**config.mk**
```make
export PLATFORM = sky130hd
export DESIGN_NAME = lsa_top
export DESIGN_NICKNAME = d
export VERILOG_FILES = /design/src/include/lsa_pkg.sv /design/src/lsa_apb_slave.sv /design/src/lsa_top.sv
export VERILOG_INCLUDE_DIRS = /design/src /design/src/include
export SDC_FILE = /design/constraint.sdc
export NUM_CORES = 1
export LEC_CHECK = 0
export BUFFER_PORTS_ARGS = -buffer_cell sky130_fd_sc_hd__buf_4
export CAP_MARGIN = 20
export CORE_ASPECT_RATIO = 1.2
export CORE_MARGIN = 8
export CORE_UTILIZATION = 49
export DETAILED_ROUTE_END_ITERATION = 7
export PLACE_DENSITY = 0.84
export SETUP_SLACK_MARGIN = 0.5
export SLEW_MARGIN = 20
export SYNTH_ARGS = -nofsm -noshare
export SYNTH_HDL_FRONTEND = slang
export SYNTH_SLANG_ARGS = --single-unit
```
**constraint.sdc**
```tcl
create_clock -name clk -period 3.5 [get_ports clk]
set_input_delay 0.175 -clock clk [delete_from_list [all_inputs] [get_ports clk]]
set_output_delay 0.175 -clock clk [all_outputs]
set_load 0.005 [all_outputs]
```
**src/include/lsa_map.svh**
```systemverilog
// register offsets, field positions, reset values and timing counts
`ifndef LSA_MAP_SVH
`define LSA_MAP_SVH

`define LSA_NUM_LOC 5
`define LSA_ADDR_TOP 8
`define LSA_LOC_ENGINE 3'h5
`define LSA_OFS_ACCESS 5'h00
`define LSA_OFS_STATUS 5'h04
`define LSA_OFS_ENGINE 5'h00

`define LSA_ACC_EST 0
`define LSA_ACC_REQ 1
`define LSA_ACC_PEND 2
`define LSA_ACC_ACT 5
`define LSA_ACC_VALID 7

`define LSA_STS_EXPECT 3
`define LSA_STS_RESP 4
`define LSA_STS_GO 5
`define LSA_STS_READY 6
`define LSA_STS_VALID 7
`define LSA_STS_CANCEL 24
`define LSA_STS_LRESET 25
`define LSA_STS_WMASK 32'h03000068

`define LSA_ENG_MEASURE_END 0
`define LSA_ENG_BYTE_IN 1
`define LSA_ENG_EXEC_DONE 2
`define LSA_ENG_DRAINED 3

`define LSA_RST_EST 1'b0
`define LSA_NV_SETTLE_NS 100
`define LSA_CLK_NS 25
`define LSA_NV_SETTLE_CYC (((`LSA_NV_SETTLE_NS) + (`LSA_CLK_NS) - 1) / (`LSA_CLK_NS))

`endif

```
**src/include/lsa_pkg.sv**
```systemverilog
// shared types of the locality arbiter and status block
package lsa_pkg;

    typedef enum logic [2:0] {
        LSA_CS_IDLE = 3'b000,
        LSA_CS_READY = 3'b001,
        LSA_CS_RECEPTION = 3'b010,
        LSA_CS_EXECUTION = 3'b011,
        LSA_CS_COMPLETION = 3'b100
    } lsa_cmd_state_e;

    typedef struct packed {
        logic wr;
        logic [2:0] loc;
        logic [4:0] ofs;
        logic [31:0] data;
    } lsa_acc_s;

endpackage : lsa_pkg

```
**src/lsa_apb_slave.sv**
```systemverilog
// apb slave front end: one wait state, registered answer, write commit strobe
`timescale 1ns/1ps
module lsa_apb_slave import lsa_pkg::*; (
    input wire logic clk, // device clock
    input wire logic reset, // synchronous, active high
    input wire logic psel, // apb select
    input wire logic penable, // apb enable
    input wire logic pwrite, // apb direction
    input wire logic [31:0] paddr, // apb byte address
    input wire logic [31:0] pwdata, // apb write data
    input wire logic [31:0] rd_data, // read value for current address
    input wire logic rd_err, // current address unmapped
    output logic pready, // apb ready
    output logic [31:0] prdata, // apb read data
    output logic pslverr, // apb error
    output lsa_acc_s acc // committed write, one cycle
);
    logic pready_q;
    logic [31:0] prdata_q;
    logic pslverr_q;

    wire access_ph = psel & penable;
    // the first access cycle samples the answer, the second completes it
    wire first_ph = access_ph & ~pready_q;

    always_ff @(posedge clk) begin
        if (reset) begin
            pready_q <= 1'b0;
            prdata_q <= 32'h00000000;
            pslverr_q <= 1'b0;
        end else begin
            pready_q <= first_ph;
            if (first_ph) begin
                prdata_q <= pwrite ? 32'h00000000 : rd_data;
                pslverr_q <= rd_err;
            end else if (!access_ph) begin
                pslverr_q <= 1'b0;
            end
        end
    end

    assign pready = pready_q;
    assign prdata = prdata_q;
    assign pslverr = pslverr_q;
    assign acc.wr = access_ph & pready_q & pwrite & ~pslverr_q;
    assign acc.loc = paddr[7:5];
    assign acc.ofs = paddr[4:0];
    assign acc.data = pwdata;

endmodule : lsa_apb_slave

```
**src/lsa_top.sv**
```systemverilog
// locality arbiter, launch flag and command state machine behind apb
//
// Local design decisions: the APB register port and the placing of the registers.
`timescale 1ns/1ps
`include "lsa_map.svh"
module lsa_top import lsa_pkg::*; (
    input wire logic clk, // 40 mhz device clock
    input wire logic reset, // synchronous, active high
    input wire logic psel, // apb select
    input wire logic penable, // apb enable
    input wire logic pwrite, // apb direction
    input wire logic [31:0] paddr, // apb byte address
    input wire logic [31:0] pwdata, // apb write data
    output logic pready, // apb ready
    output logic [31:0] prdata, // apb read data
    output logic pslverr, // apb error
    input wire logic launch_nv_n, // stored launch flag from nv cell
    output logic launch_nv_wr, // one-cycle write strobe to nv cell
    output logic launch_nv_data, // value to store in nv cell
    output logic queue_flush, // one-cycle pulse, free both byte queues
    output logic cmd_abort, // one-cycle pulse, abort running command
    output logic cmd_start // one-cycle pulse, start execution
);
    lsa_acc_s acc;
    logic [4:0] req_q, req_d;
    logic [4:0] pend_q, pend_d;
    logic own_vld_q;
    logic [2:0] own_q;
    lsa_cmd_state_e cs_q, cs_d;
    logic resp_q;
    logic est_q;
    logic valid_q;
    logic [2:0] nv_sync_q;
    logic [3:0] settle_q;
    logic nv_wr_q, nv_data_q, flush_q, abort_q, start_q;
    logic [31:0] rd_data;
    logic rd_err;

    lsa_apb_slave u_apb (
        .clk(clk),
        .reset(reset),
        .psel(psel),
        .penable(penable),
        .pwrite(pwrite),
        .paddr(paddr),
        .pwdata(pwdata),
        .rd_data(rd_data),
        .rd_err(rd_err),
        .pready(pready),
        .prdata(prdata),
        .pslverr(pslverr),
        .acc(acc)
    );

    // locality taken from the register copy being written
    wire [2:0] wl = acc.loc;
    wire loc_ok = wl < 3'(`LSA_NUM_LOC);
    wire [4:0] lbit = loc_ok ? (5'h01 << wl) : 5'h00;
    wire is_acc = acc.wr && loc_ok && acc.ofs == `LSA_OFS_ACCESS;
    wire is_sts = acc.wr && loc_ok && acc.ofs == `LSA_OFS_STATUS;
    wire is_eng = acc.wr && wl == `LSA_LOC_ENGINE && acc.ofs == `LSA_OFS_ENGINE;
    wire is_owner = own_vld_q && own_q == wl;
    wire has_req = |(req_q & lbit);

    // pending field bit is never looked at on a write
    wire req_wr = is_acc && acc.data[`LSA_ACC_REQ];
    wire act_wr = is_acc && acc.data[`LSA_ACC_ACT];
    wire do_request = req_wr && !is_owner && !has_req;
    wire do_relinq = act_wr && is_owner;
    wire do_cancel = act_wr && !is_owner && has_req;
    wire [4:0] rem = req_q & ~lbit;
    wire [2:0] rem_cnt = 3'($countones(rem));

    // highest locality number has highest priority
    function automatic logic [2:0] hi_idx(input logic [4:0] v);
        logic [2:0] r;
        r = 3'h0;
        for (int i = 0; i < `LSA_NUM_LOC; i++) begin
            if (v[i]) r = 3'(i);
        end
        return r;
    endfunction : hi_idx

    wire grant_v = !own_vld_q && |req_q;
    wire [2:0] gidx = hi_idx(req_q);
    wire [4:0] gbit = grant_v ? (5'h01 << gidx) : 5'h00;
    wire loc_change = grant_v || do_relinq;

    always_comb begin
        req_d = req_q & ~gbit;
        if (do_cancel) req_d = req_d & ~lbit;
        if (do_request) req_d = req_d | lbit;
    end

    always_comb begin
        pend_d = pend_q;
        if (grant_v && (req_q & ~gbit & ~(do_cancel ? lbit : 5'h00)) == 5'h00) begin
            pend_d = 5'h00;
        end
        if (do_cancel) begin
            if (rem_cnt == 3'h0) begin
                pend_d = 5'h00;
            end else if (rem_cnt == 3'h1) begin
                pend_d = pend_d & ~rem;
            end
        end
        // two or more left: marks stay as they are
        if (do_request) pend_d = pend_d | ~lbit;
    end

    always_ff @(posedge clk) begin
        if (reset) begin
            req_q <= 5'h00;
            pend_q <= 5'h00;
            own_vld_q <= 1'b0;
            own_q <= 3'h0;
        end else begin
            req_q <= req_d;
            pend_q <= pend_d;
            if (grant_v) begin
                own_vld_q <= 1'b1;
                own_q <= gidx;
            end else if (do_relinq) begin
                own_vld_q <= 1'b0;
            end
        end
    end

    // status writes carry exactly one command field, otherwise dropped
    wire [31:0] sts_f = acc.data & `LSA_STS_WMASK;
    wire sts_one = is_sts && $onehot(sts_f);
    wire ready_wr = sts_one && is_owner && sts_f[`LSA_STS_READY];
    wire go_wr = sts_one && is_owner && sts_f[`LSA_STS_GO];
    wire cancel_wr = sts_one && is_owner && sts_f[`LSA_STS_CANCEL];
    wire lreset_wr = sts_one && sts_f[`LSA_STS_LRESET] && (wl == 3'h3 || wl == 3'h4);
    wire byte_in = is_eng && acc.data[`LSA_ENG_BYTE_IN];
    wire exec_done = is_eng && acc.data[`LSA_ENG_EXEC_DONE];
    wire drained = is_eng && acc.data[`LSA_ENG_DRAINED];
    wire measure_end = is_eng && acc.data[`LSA_ENG_MEASURE_END];

    always_comb begin
        cs_d = cs_q;
        unique case (cs_q)
            LSA_CS_IDLE: if (ready_wr) cs_d = LSA_CS_READY;
            LSA_CS_READY: if (byte_in) cs_d = LSA_CS_RECEPTION;
            LSA_CS_RECEPTION: begin
                if (go_wr) cs_d = LSA_CS_EXECUTION;
                else if (ready_wr) cs_d = LSA_CS_READY;
            end
            LSA_CS_EXECUTION: begin
                if (ready_wr || cancel_wr) cs_d = LSA_CS_IDLE;
                else if (exec_done) cs_d = LSA_CS_COMPLETION;
            end
            // one write both frees resources and makes ready
            LSA_CS_COMPLETION: if (ready_wr) cs_d = LSA_CS_READY;
            default: cs_d = LSA_CS_IDLE;
        endcase
        if (loc_change) cs_d = LSA_CS_IDLE;
    end

    wire leave_exec = cs_q == LSA_CS_EXECUTION && cs_d == LSA_CS_IDLE;
    wire free_now = (cs_q == LSA_CS_COMPLETION && ready_wr) || leave_exec;

    always_ff @(posedge clk) begin
        if (reset) begin
            cs_q <= LSA_CS_IDLE;
            resp_q <= 1'b0;
            flush_q <= 1'b0;
            abort_q <= 1'b0;
            start_q <= 1'b0;
        end else begin
            cs_q <= cs_d;
            flush_q <= free_now;
            abort_q <= leave_exec;
            start_q <= cs_q == LSA_CS_RECEPTION && cs_d == LSA_CS_EXECUTION;
            if (cs_q == LSA_CS_EXECUTION && cs_d == LSA_CS_COMPLETION) begin
                resp_q <= 1'b1;
            end else if (drained || cs_d != LSA_CS_COMPLETION) begin
                resp_q <= 1'b0;
            end
        end
    end

    // nv cell pin crosses in through three flops; 2nd and 3rd must agree
    wire nv_agree = nv_sync_q[1] == nv_sync_q[2];
    wire settle_done = settle_q == 4'(`LSA_NV_SETTLE_CYC);

    // flag reads zero until loaded so a false one is never shown
    always_ff @(posedge clk) begin
        if (reset) begin
            nv_sync_q <= 3'h0;
            settle_q <= 4'h0;
            valid_q <= 1'b0;
            est_q <= `LSA_RST_EST;
            nv_wr_q <= 1'b0;
            nv_data_q <= 1'b0;
        end else begin
            nv_sync_q <= {nv_sync_q[1:0], launch_nv_n};
            nv_wr_q <= 1'b0;
            if (!valid_q) begin
                if (!nv_agree) begin
                    settle_q <= 4'h0;
                end else if (!settle_done) begin
                    settle_q <= settle_q + 4'h1;
                end else begin
                    est_q <= nv_sync_q[2];
                    valid_q <= 1'b1;
                end
            end else if (lreset_wr && !est_q) begin
                est_q <= 1'b1;
                nv_wr_q <= 1'b1;
                nv_data_q <= 1'b1;
            end else if (measure_end && est_q) begin
                est_q <= 1'b0;
                nv_wr_q <= 1'b1;
                nv_data_q <= 1'b0;
            end
        end
    end

    // read side: locality taken from the address on the bus
    wire [2:0] rl = paddr[7:5];
    wire [4:0] rofs = paddr[4:0];
    wire r_loc_ok = rl < 3'(`LSA_NUM_LOC);
    wire r_hi_zero = paddr[31:`LSA_ADDR_TOP] == 24'h000000;
    wire r_acc = r_hi_zero && r_loc_ok && rofs == `LSA_OFS_ACCESS;
    wire r_sts = r_hi_zero && r_loc_ok && rofs == `LSA_OFS_STATUS;
    wire r_eng = r_hi_zero && rl == `LSA_LOC_ENGINE && rofs == `LSA_OFS_ENGINE;
    wire r_owner = own_vld_q && own_q == rl;
    wire est_rd = valid_q & est_q;
    wire r_pend = r_loc_ok && pend_q[rl];
    wire r_req = r_loc_ok && req_q[rl];

    wire [31:0] acc_word = (32'(valid_q) << `LSA_ACC_VALID)
        | (32'(r_owner) << `LSA_ACC_ACT)
        | (32'(r_pend) << `LSA_ACC_PEND)
        | (32'(r_req) << `LSA_ACC_REQ)
        | (32'(est_rd) << `LSA_ACC_EST);
    wire [31:0] sts_word = (32'(valid_q) << `LSA_STS_VALID)
        | (32'(cs_q == LSA_CS_READY) << `LSA_STS_READY)
        | (32'(resp_q) << `LSA_STS_RESP)
        | (32'(cs_q == LSA_CS_RECEPTION) << `LSA_STS_EXPECT);
    wire [31:0] eng_word = {29'h00000000, cs_q};

    assign rd_data = r_acc ? acc_word : (r_sts ? sts_word : (r_eng ? eng_word : 32'h00000000));
    assign rd_err = !(r_acc || r_sts || r_eng);

    assign launch_nv_wr = nv_wr_q;
    assign launch_nv_data = nv_data_q;
    assign queue_flush = flush_q;
    assign cmd_abort = abort_q;
    assign cmd_start = start_q;
endmodule : lsa_top

```
==> flow_metrics.py <==
metrics = {
    "outcome": {
        "outcome": "finished clean",
    },
    "setup_path": {
        "worstPathRequired_ps": 3700,
        "rr_startpoint": "req_q[3]",
        "critPathKind": "in2reg",
        "cp-end-kind": "register",
        "slowest_delay_ps": 560,
        "critPathMaxFanout": 6,
        "cp.arrival_ps": 3020,
        "cpMaxStageDelayCell": "or4b_4",
        "rr_worst_depth": 8,
        "r2r-end": "pend_q[3]",
        "r2r_setup_slack_ps": 950,
        "cp_cell_sequence": "buf_4 -> inv_1 -> fa_1 -> fa_1 -> inv_1 -> ha_1 -> or4b_4 -> nor3_2 -> o21ai_2 -> a211oi_2 -> nor3_2 -> and3b_1",
        "startpoint_type": "input port",
    },
    "cells_and_area": {
        "fin_nets": 459,
        "syn2layout_area_growth_pct": 17.37,
        "seqCellArea_um2": 840.8,
        "fillCellCount": 480,
        "multi_input_area_um2": 1640,
        "antenna_cells": 0,
        "fin_cells": 444,
        "drive_gt1_share_pct": 22.77,
    },
    "clocking": {
        "ctsResizeCount": 0,
        "hold_buffers": 0,
        "htreeDepth": 2,
        "post_cts_buffers": 0,
        "worstSkewPairLatency_ps": 300,
        "numClockSinks": 42,
        "cts.path.max_buffers": 2,
        "cts_tree": "yes",
        "root_buffer": "clkbuf_8",
        "cts_buffers": 5,
        "clk_pin_slew_worst_paths_ps": 80,
    },
    "floorplanning": {
        "row_count": 29,
        "die_y_um": 97.11,
        "start_util_pct": 50.71,
        "core_um2": 5298,
        "die_w_um": 83.59,
        "num_io_pins": 109,
        "dieArea_um2": 8117,
    },
    "synthesis": {
        "yosysWarnings": 0,
        "syn_area_um2": 2686,
        "yosys-top-cells-count": "dfxtp_1, nor2_1, a21oi_1",
        "yosys_register_bits": 42,
        "synth_edf_count": 0,
        "synth.area.top_cells": "dfxtp_1, buf_4, a21oi_1",
        "ys.flop_type": "dfxtp_1",
        "synth.distinct_cells": 66,
        "synthMostInstantiatedCell": "dfxtp_1",
        "syn_area_per_cell_um2": 8.215,
        "synth_top_area_cell": "dfxtp_1",
        "async_flop_share_pct": 0,
        "yosysTopAreaCellShare_pct": 31.30,
        "postSynthCellCount": 327,
        "seq_area_frac_synth_pct": 31.30,
    },
    "route": {
        "via_per_inst": 5.667,
        "drtIter0Drc": 153,
        "antenna_left": 0,
        "vias": 2516,
        "wirelength_um": 6767,
        "first_pass_iters": 4,
        "post_drt_wl_per_cell_um": 15.24,
        "route.detailed.drc": 0,
    },
    "global_route": {
        "overflow": 0,
        "grt_pass1_wl_um": 11410,
        "grt_antenna_before_repair": 0,
        "grt_max_degree": 40,
        "grt_pass1_vias": 2644,
        "grt_util_all_layers_pct": 16.29,
    },
    "worst_hold_path": {
        "hold_class": "in2reg",
        "worstHoldStart": "launch_nv_n",
        "min_path_cells": 2,
        "min_to": "nv_sync_q[0]",
    },
    "place": {
        "routabilityCongestion": 0.9013,
        "dp.cells": 436,
        "numPortBuffers": 60,
        "dp_hpwl_um": 5322,
    },
    "sta": {
        "fmaxAchievable_ghz": 0.3550,
        "fin_skew_ps": 9.447,
        "rsz0062_at_grt": "no",
        "drv_slew": 0,
        "final.setup.tns_ps": 0,
        "period_needed_ps": 2817,
        "finalCritPeriodShare_pct": 80.47,
        "setup-violations-final": 0,
        "finalHoldViolCount": 0,
    },
    "job": {
        "drv_cap": 0,
    },
    "power": {
        "max-vdd-ir-drop_mv": 0.1817,
        "power.density_nw_per_um2": 301.7,
        "power_leakage_nw": 1.309,
    },
}
[cells in the final DEF (no fill, tap or decap), drive strengths merged, types with 10 or more instances in the layout]
master	instances
nand3	10
a21oi	30
conb	24
inv	13
nand2	25
nor2b	14
buf	60
o21ai	12
nor3	11
nor2	35
dfxtp	42
[area by class of cell]
cell class	count	area share, %
clock buffer	6	2.619
clock inverter	2	0.3968
multi-input combinational	259	52.02
timing repair buffer	60	14.29
tap	62	2.460
inverter	13	1.548
sequential	42	26.67
[logic make-up (layout without fill, tap and decap cells)]
group	Yosys count	in the layout	synth area share [%]
flops	42	42	31.30
fa+ha+maj	8	8	4.844
mux	5	5	2.329
buf+inv	49	81	10.85
xor+xnor	6	6	1.956
simple gates	144	144	30.32
other cells	1	24	0.1396
compound gates	72	72	18.26
[worst max-delay path, delay by kind of cell]
family	cells	cell delay, ps
buffers and inverters	3	290
adders and majority gates	3	1020
and+or+nand+nor	4	1140
AOI/OAI and AO/OA	2	400
[power breakdown]
group | internal [mW] | switching, mW | leakage (nW)
combinational | 0.0597 | 0.0642 | 0.922
sequential | 0.485 | 0.00772 | 0.339
clock | 0.159 | 0.176 | 0.0472
[how the worst max path moves through the flow]
stage | start | depth (start not counted) | end | slack [ps]
after floorplan | paddr[5] | 11 | pend_q[0] | 600
after global placement | pwdata[5] | 12 | cmd_start | 420
after detailed placement | pwdata[5] | 12 | cmd_start | 370
after CTS | pwdata[5] | 12 | cmd_start | 690
after global routing | pwdata[5] | 12 | cmd_start | 530
final | pwdata[5] | 12 | cmd_start | 680
[metrics by stage]
step                util [%]  setup slack (ps)  total power, mW  hold WS, ps  instance area, µm²
floorplan                  -             595.5           0.5879        249.7                2773
global placement       57.72             418.5           0.6220        387.0                3058
detailed placement     57.72             368.8           0.6263        394.0                3058
CTS                    59.52             689.8           0.9591        74.34                3153
global route           59.52             532.1           0.9955        99.02                3153
finish                 59.52             683.4           0.9513        78.67                3153
[layer usage]
layer | global-route usage (%) | routed length (µm) | vias up
met4 | 8.788 | 139 | 0
met5 | 0 | 0 | -
li1 | - | - | 1221
met2 | 27.19 | 3336 | 104
met1 | 17.89 | 2779 | 1178
met3 | 5.034 | 512 | 13
[state kept, by name, summed over array words and instances, names as in the netlist, 3 cells and up]
signal / flops
nv_sync_q: 3
pend_q: 5
req_q: 5
cs_q: 3
settle_q: 4
own_q: 3
u_apb.prdata: 8
(Power assumes the default switching activity.)
